--- config.mk ---
export PLATFORM = sky130hd
export DESIGN_NAME = acc_top
export DESIGN_NICKNAME = d
export VERILOG_FILES = /design/src/inc/acc_pkg.sv /design/src/acc_top.sv /design/src/acc_sync.sv /design/src/acc_mismatch.sv
export VERILOG_INCLUDE_DIRS = /design/src /design/src/inc
export SDC_FILE = /design/constraint.sdc
export NUM_CORES = 1
export LEC_CHECK = 0
export BUFFER_PORTS_ARGS = -buffer_cell sky130_fd_sc_hd__buf_2
export CORE_MARGIN = 3
export CORE_UTILIZATION = 45
export DETAILED_ROUTE_END_ITERATION = 8
export MAX_ROUTING_LAYER = met4
export PLACE_DENSITY = 0.8
export SETUP_SLACK_MARGIN = 0.2
export SLEW_MARGIN = 20
export SYNTH_ARGS = -nofsm -noshare
export SYNTH_HDL_FRONTEND = slang
export SYNTH_HIERARCHICAL = 1
export SYNTH_SLANG_ARGS = --single-unit
--- constraint.sdc ---
create_clock -name pclk -period 1.56 [get_ports pclk]
set_input_delay 0.234 -clock pclk [delete_from_list [all_inputs] [get_ports pclk]]
set_output_delay 0.234 -clock pclk [all_outputs]
set_load 0.02 [all_outputs]
--- src/inc/acc_cfg.svh ---
`ifndef ACC_CFG_SVH
`define ACC_CFG_SVH
// Register byte offsets
`define ACC_OFF_CTRL1 12'h000
`define ACC_OFF_CTRL2 12'h004
`define ACC_OFF_AUX 12'h008
`define ACC_OFF_STAT 12'h00C
`define ACC_OFF_MASK 12'h010
// Control register fields
`define ACC_BIT_EN 7
`define ACC_BIT_OUT 6
`define ACC_BIT_OE 5
`define ACC_BIT_POL 4
`define ACC_BIT_SP 3
`define ACC_BIT_REFSEL 2
`define ACC_SEL_HI 1
`define ACC_SEL_LO 0
`define ACC_CTRL_RST 8'h08
`define ACC_CTRL_WMASK 8'hBF
// Aux register fields
`define ACC_AUX_OUT1 7
`define ACC_AUX_OUT2 6
`define ACC_AUX_SYNC1 1
`define ACC_AUX_SYNC2 0
`define ACC_AUX_WMASK 8'h03
`define ACC_AUX_RST 8'h00
// Status and mask fields
`define ACC_FLAG1 0
`define ACC_FLAG2 1
`define ACC_IRQ_W 2
`define ACC_IRQ_RST 2'h0
`define ACC_ZERO32 32'h0000_0000
`endif

--- src/inc/acc_pkg.sv ---
package acc_pkg;
  typedef logic [7:0] acc_byte_t;
  typedef enum logic [1:0] {
    acc_ph_one = 2'h0,
    acc_ph_two = 2'h1,
    acc_ph_three = 2'h3,
    acc_ph_four = 2'h2
  } acc_phase_t;
endpackage

--- src/acc_top.sv ---
`timescale 1ns/1ps
`include "acc_cfg.svh"
`default_nettype none
// Contract
// - Plus below minus gives low output
// - Plus above minus gives high output
// - Disabled comparator feeds zero before the polarity bit is applied
// - Latches clocked by phases one, three
// - Sleep holds phase one active
// - Enable bit turns comparator on
// - Cleared enable powers comparator down
// - Two-bit field selects inverting pin
// - Own control registers plus aux register
// - Tracking latch samples every phase one
// - Reference latch samples on the first phase three at or after a register access
// - Flag set on mismatch rising edge
// - Polarity bit inverts reported output
module acc_top
  import acc_pkg::*;
(
  input wire logic pclk,
  input wire logic presetn,
  input wire logic psel,
  input wire logic penable,
  input wire logic pwrite,
  input wire logic [11:0] paddr,
  input wire logic [31:0] pwdata,
  output logic [31:0] prdata,
  output logic pready,
  output logic pslverr,
  input wire logic sleep_mode,
  input wire logic comp1_raw,
  input wire logic comp2_raw,
  output logic comp1_power_on,
  output logic comp2_power_on,
  output logic [1:0] comp1_inv_sel,
  output logic [1:0] comp2_inv_sel,
  output logic comp1_ref_sel,
  output logic comp2_ref_sel,
  output logic comp1_speed,
  output logic comp2_speed,
  output logic comp1_pin_out,
  output logic comp2_pin_out,
  output logic comp1_pin_oe,
  output logic comp2_pin_oe,
  output logic timer_gate_sync,
  output logic irq
);
  // ***************************************
  // Registers and state
  // ***************************************
  acc_byte_t first_comp_control_reg;
  acc_byte_t second_comp_control_reg;
  acc_byte_t second_comp_aux_reg;
  logic [`ACC_IRQ_W-1:0] irq_status;
  logic [`ACC_IRQ_W-1:0] irq_mask;
  acc_phase_t phase;
  logic sync_out1;
  logic sync_out2;
  logic [31:0] rdata_q;
  acc_byte_t next_first_comp_control_reg;
  acc_byte_t next_second_comp_control_reg;
  acc_byte_t next_second_comp_aux_reg;
  logic [`ACC_IRQ_W-1:0] next_irq_status;
  logic [`ACC_IRQ_W-1:0] next_irq_mask;
  acc_phase_t next_phase;
  logic next_sync_out1;
  logic next_sync_out2;
  logic [31:0] next_rdata_q;
  logic raw1_s;
  logic raw2_s;
  logic out1;
  logic out2;
  logic phase_one;
  logic phase_three;
  logic acc1;
  logic acc2;
  logic ev1;
  logic ev2;
  logic trk1;
  logic trk2;
  logic apb_setup;
  logic apb_wr;
  logic addr_ok;

  // Comparator output after enable gating and polarity
  function automatic logic comp_out(input logic raw, input acc_byte_t ctrl);
    logic v;
    v = ctrl[`ACC_BIT_EN] ? raw : 1'b0;
    comp_out = v ^ ctrl[`ACC_BIT_POL];
  endfunction

  // Register write with writable-bit mask
  function automatic acc_byte_t ctrl_write(input acc_byte_t old, input logic [31:0] wd);
    ctrl_write = (old & ~`ACC_CTRL_WMASK) | (wd[7:0] & `ACC_CTRL_WMASK);
  endfunction

  // Control read-back with live output bit
  function automatic logic [31:0] ctrl_read(input acc_byte_t ctrl, input logic out);
    logic [31:0] r;
    r = {24'h00_0000, ctrl};
    r[`ACC_BIT_OUT] = out;
    ctrl_read = r;
  endfunction

  // ***************************************
  // Input synchronisers
  // ***************************************
  acc_sync u_sync1 (
    .pclk(pclk),
    .presetn(presetn),
    .async_in(comp1_raw),
    .sync_out(raw1_s)
  );
  acc_sync u_sync2 (
    .pclk(pclk),
    .presetn(presetn),
    .async_in(comp2_raw),
    .sync_out(raw2_s)
  );

  assign out1 = comp_out(raw1_s, first_comp_control_reg);
  assign out2 = comp_out(raw2_s, second_comp_control_reg);

  // ***************************************
  // Four-phase clock
  // ***************************************
  always_comb begin
    case (phase)
      acc_ph_one: begin
        next_phase = acc_ph_two;
      end
      acc_ph_two: begin
        next_phase = acc_ph_three;
      end
      acc_ph_three: begin
        next_phase = acc_ph_four;
      end
      acc_ph_four: begin
        next_phase = acc_ph_one;
      end
      default: begin
        next_phase = acc_ph_one;
      end
    endcase
  end
  // Sleep holds phase one high
  assign phase_one = (phase == acc_ph_one) | sleep_mode;
  assign phase_three = (phase == acc_ph_three);

  // ***************************************
  // APB decode
  // ***************************************
  assign apb_setup = psel & ~penable;
  assign apb_wr = psel & penable & pwrite;
  assign addr_ok = (paddr == `ACC_OFF_CTRL1) | (paddr == `ACC_OFF_CTRL2) | (paddr == `ACC_OFF_AUX) |
                   (paddr == `ACC_OFF_STAT) | (paddr == `ACC_OFF_MASK);
  assign pready = 1'b1;
  // Unmapped offsets answer with an error
  assign pslverr = psel & penable & ~addr_ok;
  // Any control access queues a reference reload
  assign acc1 = psel & penable & (paddr == `ACC_OFF_CTRL1);
  assign acc2 = psel & penable & (paddr == `ACC_OFF_CTRL2);

  // ***************************************
  // Change detectors
  // ***************************************
  acc_mismatch u_mm1 (
    .pclk(pclk),
    .presetn(presetn),
    .phase_one(phase_one),
    .phase_three(phase_three),
    .reg_access(acc1),
    .comp_in(out1),
    .change_event(ev1),
    .tracked(trk1)
  );
  acc_mismatch u_mm2 (
    .pclk(pclk),
    .presetn(presetn),
    .phase_one(phase_one),
    .phase_three(phase_three),
    .reg_access(acc2),
    .comp_in(out2),
    .change_event(ev2),
    .tracked(trk2)
  );

  // ***************************************
  // Register file
  // ***************************************
  always_comb begin
    next_first_comp_control_reg = first_comp_control_reg;
    next_second_comp_control_reg = second_comp_control_reg;
    next_second_comp_aux_reg = second_comp_aux_reg;
    next_irq_mask = irq_mask;
    next_irq_status = irq_status;
    next_sync_out1 = phase_one ? out1 : sync_out1;
    next_sync_out2 = phase_one ? out2 : sync_out2;
    if (apb_wr) begin
      case (paddr)
        `ACC_OFF_CTRL1: begin
          next_first_comp_control_reg = ctrl_write(first_comp_control_reg, pwdata);
        end
        `ACC_OFF_CTRL2: begin
          next_second_comp_control_reg = ctrl_write(second_comp_control_reg, pwdata);
        end
        `ACC_OFF_AUX: begin
          next_second_comp_aux_reg = pwdata[7:0] & `ACC_AUX_WMASK;
        end
        `ACC_OFF_STAT: begin
          next_irq_status = irq_status & ~pwdata[`ACC_IRQ_W-1:0];
        end
        `ACC_OFF_MASK: begin
          next_irq_mask = pwdata[`ACC_IRQ_W-1:0];
        end
        default: begin
          next_irq_mask = irq_mask;
        end
      endcase
    end
    // Set wins over clear
    if (ev1) begin
      next_irq_status[`ACC_FLAG1] = 1'b1;
    end
    if (ev2) begin
      next_irq_status[`ACC_FLAG2] = 1'b1;
    end
    next_rdata_q = rdata_q;
    if (apb_setup && !pwrite) begin
      case (paddr)
        `ACC_OFF_CTRL1: begin
          next_rdata_q = ctrl_read(first_comp_control_reg, out1);
        end
        `ACC_OFF_CTRL2: begin
          next_rdata_q = ctrl_read(second_comp_control_reg, out2);
        end
        `ACC_OFF_AUX: begin
          next_rdata_q = {24'h00_0000, second_comp_aux_reg};
          next_rdata_q[`ACC_AUX_OUT1] = trk1;
          next_rdata_q[`ACC_AUX_OUT2] = trk2;
        end
        `ACC_OFF_STAT: begin
          next_rdata_q = {30'h0000_0000, irq_status};
        end
        `ACC_OFF_MASK: begin
          next_rdata_q = {30'h0000_0000, irq_mask};
        end
        default: begin
          next_rdata_q = `ACC_ZERO32;
        end
      endcase
    end
  end

  always_ff @(posedge pclk or negedge presetn) begin
    if (!presetn) begin
      first_comp_control_reg <= `ACC_CTRL_RST;
      second_comp_control_reg <= `ACC_CTRL_RST;
      second_comp_aux_reg <= `ACC_AUX_RST;
      irq_status <= `ACC_IRQ_RST;
      irq_mask <= `ACC_IRQ_RST;
      phase <= acc_ph_one;
      sync_out1 <= 1'b0;
      sync_out2 <= 1'b0;
      rdata_q <= `ACC_ZERO32;
    end else begin
      first_comp_control_reg <= next_first_comp_control_reg;
      second_comp_control_reg <= next_second_comp_control_reg;
      second_comp_aux_reg <= next_second_comp_aux_reg;
      irq_status <= next_irq_status;
      irq_mask <= next_irq_mask;
      phase <= next_phase;
      sync_out1 <= next_sync_out1;
      sync_out2 <= next_sync_out2;
      rdata_q <= next_rdata_q;
    end
  end

  // ***************************************
  // Outputs
  // ***************************************
  assign prdata = rdata_q;
  assign comp1_power_on = first_comp_control_reg[`ACC_BIT_EN];
  assign comp2_power_on = second_comp_control_reg[`ACC_BIT_EN];
  assign comp1_inv_sel = first_comp_control_reg[`ACC_SEL_HI:`ACC_SEL_LO];
  assign comp2_inv_sel = second_comp_control_reg[`ACC_SEL_HI:`ACC_SEL_LO];
  assign comp1_ref_sel = first_comp_control_reg[`ACC_BIT_REFSEL];
  assign comp2_ref_sel = second_comp_control_reg[`ACC_BIT_REFSEL];
  assign comp1_speed = first_comp_control_reg[`ACC_BIT_SP];
  assign comp2_speed = second_comp_control_reg[`ACC_BIT_SP];
  assign comp1_pin_out = trk1;
  assign comp2_pin_out = trk2;
  assign comp1_pin_oe = first_comp_control_reg[`ACC_BIT_OE] & first_comp_control_reg[`ACC_BIT_EN];
  assign comp2_pin_oe = second_comp_control_reg[`ACC_BIT_OE] & second_comp_control_reg[`ACC_BIT_EN];
  // Timer gate source picked by aux select bits
  assign timer_gate_sync = (second_comp_aux_reg[`ACC_AUX_SYNC1] & sync_out1) |
                           (second_comp_aux_reg[`ACC_AUX_SYNC2] & sync_out2);
  assign irq = |(irq_status & irq_mask);
endmodule
`default_nettype wire

--- src/acc_sync.sv ---
`timescale 1ns/1ps
`default_nettype none
// ***************************************
// Two-stage synchroniser
// ***************************************
module acc_sync
  import acc_pkg::*;
(
  input wire logic pclk,
  input wire logic presetn,
  input wire logic async_in,
  output logic sync_out
);
  logic stage1;
  always_ff @(posedge pclk or negedge presetn) begin
    if (!presetn) begin
      stage1 <= 1'b0;
      sync_out <= 1'b0;
    end else begin
      stage1 <= async_in;
      sync_out <= stage1;
    end
  end
endmodule
`default_nettype wire

--- src/acc_mismatch.sv ---
`timescale 1ns/1ps
`include "acc_cfg.svh"
`default_nettype none
// ***************************************
// Change detector: two latches and XOR
// ***************************************
module acc_mismatch
  import acc_pkg::*;
(
  input wire logic pclk,
  input wire logic presetn,
  input wire logic phase_one,
  input wire logic phase_three,
  input wire logic reg_access,
  input wire logic comp_in,
  output logic change_event,
  output logic tracked
);
  logic ref_latch;
  logic track_latch;
  logic mismatch_d;
  logic next_ref_latch;
  logic next_track_latch;
  logic next_mismatch_d;
  logic pend_access;
  logic next_pend_access;
  logic mismatch;
  assign mismatch = ref_latch ^ track_latch;
  always_comb begin
    next_track_latch = phase_one ? comp_in : track_latch;
    next_pend_access = pend_access | reg_access;
    next_ref_latch = ref_latch;
    if (phase_three && next_pend_access) begin
      next_ref_latch = comp_in;
      next_pend_access = 1'b0;
    end
    next_mismatch_d = mismatch;
  end
  always_ff @(posedge pclk or negedge presetn) begin
    if (!presetn) begin
      ref_latch <= 1'b0;
      track_latch <= 1'b0;
      mismatch_d <= 1'b0;
      pend_access <= 1'b0;
    end else begin
      ref_latch <= next_ref_latch;
      track_latch <= next_track_latch;
      mismatch_d <= next_mismatch_d;
      pend_access <= next_pend_access;
    end
  end
  assign change_event = mismatch & ~mismatch_d;
  assign tracked = track_latch;
endmodule
`default_nettype wire

---- Yosys cells after proc, flatten, opt, wreduce, memory -nomap -nowiden ----
Index checks and enable logic that the tools add are counted.
Widths: inputs -> output; s select.
operators by class
  bitwise operators ....................... 33
  equality and inequality tests ........... 7
  mux-type cells .......................... 10
  reduce and logical (&&, ||, !) cells .... 17
operators by type and width
  kind                 number
  $pmux 8 s5           1
  $eq 12x4->1 const B  2
  $or 7x8->8           2
  $and 1x1->1          12
  $eq 12x3->1 const B  1
  $eq 12x5->1 const B  1
  $logic_not 12->1     1
  $reduce_and 2->1     6
  $or 1x1->1           8
  $pmux 2 s4           1
  $reduce_bool 2->1    4
  $mux 1               6
  $and 2x2->2          2
  $eq 2x2->1 const B   2
  $mux 2               2
  $not 1->1            4
  $xor 1x1->1          4
  $logic_and 1x1->1    3
  $eq 2x1->1 const B   1
  $logic_not 2->1      1
  $not 2->2            1
  $reduce_or 2->1      1
  $logic_not 1->1      1
word-level totals
  output and inout bits ................... 50
  input port bits ......................... 52
  flip-flop bits (word level) ............. 68
  logic and storage cells ................. 87

---- Depth between registers and ports, before layout ----
  depth in word-level cells ............... 7
  mapped depth ............................ 6
  mapped depth without buffers ............ 5

---- Hierarchy ----
The synthesis kept the hierarchy.
modules (own cells, without submodules)
  module        times used  sequential area each (um2)  cells an instance  area each (um2)
  acc_top       1           803.3                       174                1876.8
  acc_mismatch  2           100.1                       11                 152.6
  acc_sync      2           50.0                        2                  50.0

---- Worst setup path after synthesis ----
Ideal clock, no wire load.
  path kind ............................... input -> register
  from .................................... input port paddr[9]
  to ...................................... register u_mm1.ref_latch
  setup slack ............................. -383 ps
  setup time .............................. 125 ps
  path buffers ............................ 0
  cell stages on the path ................. 5
  data required time ...................... 1435 ps
  arrival ................................. 1819 ps
  cell sequence ........................... or4_4 -> or4_4 -> nor3_1 -> o21ai_1 -> mux2_2
on the way
  cells in the longest elaborated chain, start to end .. 4
ends and longest elaborated chain
  what                  line                text
  start, declared       acc_top.sv:26       input wire logic [11:0] paddr,
  $logic_not 12->1      n/a
  $and 1x1->1           acc_top.sv:162      assign acc1 = psel & penable & (paddr == `ACC_OFF_CTRL1);
  via acc1              acc_top.sv:76       logic acc1;
  $or 1x1->1            acc_mismatch.sv:31  next_pend_access = pend_access | reg_access;
  $logic_and 1x1->1     acc_mismatch.sv:33  if (phase_three && next_pend_access) begin
  end signal, assigned  acc_mismatch.sv:46  ref_latch <= next_ref_latch;
  end, declared         acc_mismatch.sv:19  logic ref_latch;
The timed path passes the listed nets, and every way through them passes these cells.
A chain may end at the register's enable or synchronous reset.

---- Final worst setup path ----
  from .................................... input port paddr[9]
  to ...................................... register first_comp_control_reg[7]
on the way
  cells in the longest elaborated chain, start to end .. 2
ends and longest elaborated chain
  what                               line            text
  $logic_not 12->1                   acc_top.sv:201  case (paddr)
  $reduce_and 2->1 (no source line)  n/a
  end signal, assigned               acc_top.sv:258  first_comp_control_reg <= `ACC_CTRL_RST;
  end signal, assigned               acc_top.sv:268  first_comp_control_reg <= next_first_comp_control_reg;
  end, declared                      acc_top.sv:52   acc_byte_t first_comp_control_reg;
Every way passes these cells.

==> results.json <==
{
  "status": "finished, violations left",
  "violations": "setup timing",
  "clk_latency_ns": 0.29,
  "core_area_sq_mm": 0.00482,
  "clock-root-buffer": "clkbuf_8",
  "netSwitchingPower_uw": 517,
  "power.share.clock_pct": 33.0,
  "area_growth_pct": 27.9,
  "power_frac_comb_pct": 10.9,
  "setup_viol": 24,
  "timing.final.crit_share_pct": 112,
  "yosys.area_share.simple_pct": 15.1,
  "ir_drop_v": 0.000616,
  "grt_pass1_wl_um": 7910,
  "synth_xor_area_share_pct": 1.54,
  "place_congestion": 0.855,
  "cts_made_buffers": 5,
  "num-fill-cells": 387,
  "max_stage_delay_ns": 0.57,
  "power_frac_seq_pct": 56.2,
  "first_global_vias": 1647,
  "fp.dieH_um": 77.2,
  "yosys_warnings": 6,
  "ys_seq_area_share_pct": 48.4,
  "hold_class": "in2reg",
  "whs_ns": 0.0458,
  "grtUsageTotal_pct": 17.5,
  "crit_path_frequent_cell": "or4_4",
  "finish.utilization_pct": 60.6,
  "synth_compound_area_share_pct": 7.35,
  "arrival_ns": 1.92,
  "hold_viol_final": 0,
  "ys.flop_type": "dfrtp_1",
  "initial_core_util_pct": 47.4,
  "io_buffer_count": 51,
  "dr.pass1.iters": 4,
  "drv_cap": 0,
  "dieArea_sq_mm": 0.00596,
  "avgSynthCellArea_sq_um": 11.4,
  "avgRoutedWirePerCell_um": 14.9,
  "cts_buffer_depth": 2,
  "gr-total-overflow": 0,
  "start_kind": "input port",
  "power_leakage_uw": 0.00155,
  "p_int_uw": 1540,
  "ant_nets": 0,
  "largest_reg_flops": 8,
  "postSynthCellCount": 200,
  "clock_skew_ns": 0.00697,
  "yosysUniqueCellTypes": 44,
  "drt_iter0_markers": 106,
  "synth_top_area_share_pct": 46.1,
  "maxSlewViolCount": 0,
  "drive_gt1_share_pct": 48.1,
  "pre_cts_slack_ns": -0.500,
  "fmax_ghz": 0.574,
  "worst_slack_ns": -0.182,
  "cp-end-kind": "register",
  "synth_top_area_cell": "dfrtp_1",
  "grt_max_degree": 45,
  "h-tree-depth": 2,
  "numClockSinks": 44,
  "rsz0062_at_grt": "true",
  "ys_async_sr_fraction_pct": 100,
  "post-dp-hpwl_um": 3600,
  "path_clk_slew_ns": 0.08,
  "critical_path_peak_fanout": 7,
  "via_per_inst": 4.86,
  "vias": 1637,
  "diodes": 0,
  "ios": 102,
  "antenna_found_initial": 0,
  "die_w_um": 77.2,
  "syn_area_sq_mm": 0.00228,
  "synthTopCellsByArea": "dfrtp_1, buf_4, mux2_1",
  "sw_frac_of_total_pct": 25.2,
  "finalNetCount": 321,
  "power_density_mw_per_mm2": 703,
  "drt-total-wl_um": 5030,
  "crit_chain": "buf_6, or4_4, or4_4, nor2_8, mux2_4",
  "synth_edf_count": 0,
  "cts_tree": "built",
  "synth_top_family_by_area": "multiplexers",
  "required_ns": 1.74,
  "path_class": "in2reg",
  "synthAdderAreaFrac_pct": 0,
  "synthMuxAreaShare_pct": 16.4,
  "ys_seq_elements": 44,
  "cp_slowest_cell": "or4_4",
  "rows": 25,
  "drc": 0,
  "finalCriticalPeriod_ns": 1.74
}
## layer usage
metal | track usage (%) | wire length [um]
met1 | 22.3 | 2250
met2 | 27.3 | 2470
met3 | 4.34 | 257
met4 | 5.87 | 62
met5 | - | 0
## final timing paths
| kind | to | cells past startpoint | slack [ns] | startpoint |
|---|---|---|---|---|
| setup / recovery | first_comp_control_reg[7]$_DFFE_PN0P_ | 5 | -0.18 | paddr[9] |
| hold / removal | u_sync2/stage1$_DFF_PN0_ | 1 | 0.05 | comp2_raw |
| setup reg to reg | u_mm2/tracked$_DFFE_PN0P_ | 2 | 0.26 | phase[1]$_DFF_PN0_ |
| hold reg to reg | u_sync2/sync_out$_DFF_PN0_ | 0 | 0.35 | u_sync2/stage1$_DFF_PN0_ |
| max in group asynchronous | second_comp_control_reg[3]$_DFFE_PN1P_ | 3 | 0.85 | presetn |
| min in group asynchronous | phase[1]$_DFF_PN0_ | 3 | 0.45 | presetn |
## cell families (layout without fill, tap and decap cells)
logic type             after synthesis  in the layout
flip-flops                          44             44
AND/OR/NAND/NOR                     54             54
buffers and inverters               37             84
multiplexers                        32             32
XOR/XNOR                             4              4
AO/OA/AOI/OAI                       27             27
other                                2             25
## per-stage QoR
stage / instance area [sq um] / power, uW / setup TNS (ns) / instances
after detailed placement: 2630 / 1380 / -10.91 / 319
after global placement: 2630 / 1370 / -10.54 / 319
after floorplan: 2410 / 1330 / -6.29 / 223
after CTS: 2830 / 2060 / -2.69 / 331
final: 2920 / 2050 / -2.95 / 337
after global routing: 2920 / 2150 / -3.47 / 337
## Yosys cell counts, types with 2 or more instances
library cell / number
dfrtp_1: 42
buf_4: 29
nand2_1: 13
mux2_1: 11
mux2i_1: 9
nor2_1: 9
mux2_4: 7
o21ai_0: 7
o21ai_1: 7
clkbuf_1: 5
mux2_2: 5
a22o_1: 3
and2_1: 3
nand3_1: 3
nand3b_1: 3
nand4_1: 3
nor3_1: 3
xor2_1: 3
a21o_1: 2
a21oi_1: 2
and2b_2: 2
conb_1: 2
dfstp_2: 2
inv_1: 2
o211ai_1: 2
o31ai_1: 2
or4_4: 2
## cell type report
class / count / area (sq um) / area share, %
repair buffers: 74 / 488 / 16.7
multi-input cells: 142 / 1150 / 39.5
clock buffers: 7 / 76.3 / 2.61
flip-flops and latches: 44 / 1100 / 37.8
well taps: 67 / 83.8 / 2.87
inverters: 2 / 7.51 / 0.257
clock inverters: 1 / 5.00 / 0.171
## power groups by stage
| stage | Combinational [uW] | Sequential (uW) | Clock [uW] |
|---|---|---|---|
| floorplan | 156 | 1180 | 0 |
| global placement | 197 | 1180 | 0 |
| detailed placement | 202 | 1180 | 0 |
| CTS | 211 | 1150 | 697 |
| global route | 241 | 1150 | 749 |
| finish | 223 | 1150 | 677 |
## worst max-delay path, delay by kind of cell
family / cells / cell delay, ns
buffers and inverters: 1 / 0.09
multiplexers: 1 / 0.32
AND/OR/NAND/NOR: 3 / 1.28
## cell usage in the layout, fill, tap and decap left out, types with 3 or more instances in the layout
master / netlist / routed
a22o_1: 3 / 3
buf_2: 0 / 47
buf_4: 29 / 18
buf_6: 0 / 6
clkbuf_8: 0 / 5
conb_1: 2 / 25
dfrtp_1: 42 / 41
mux2_2: 5 / 5
mux2_4: 7 / 18
mux2i_1: 9 / 9
nand2_1: 13 / 12
nand3b_1: 3 / 3
nand4_1: 3 / 3
nor2_1: 9 / 9
o21ai_0: 7 / 7
o21ai_1: 7 / 3
o21ai_2: 0 / 4
## timing repair
action | CTS | global route
pin swaps | 6 | 8
endpoints found under the setup margin | 31 | 35
endpoints found under the hold margin | 42 | 0
hold buffers | 1 | 0
cloned | 0 | 0
gates resized for setup | 19 | 11
setup buffers | 3 | 6
Note: power is estimated with default switching activity, not from simulation.
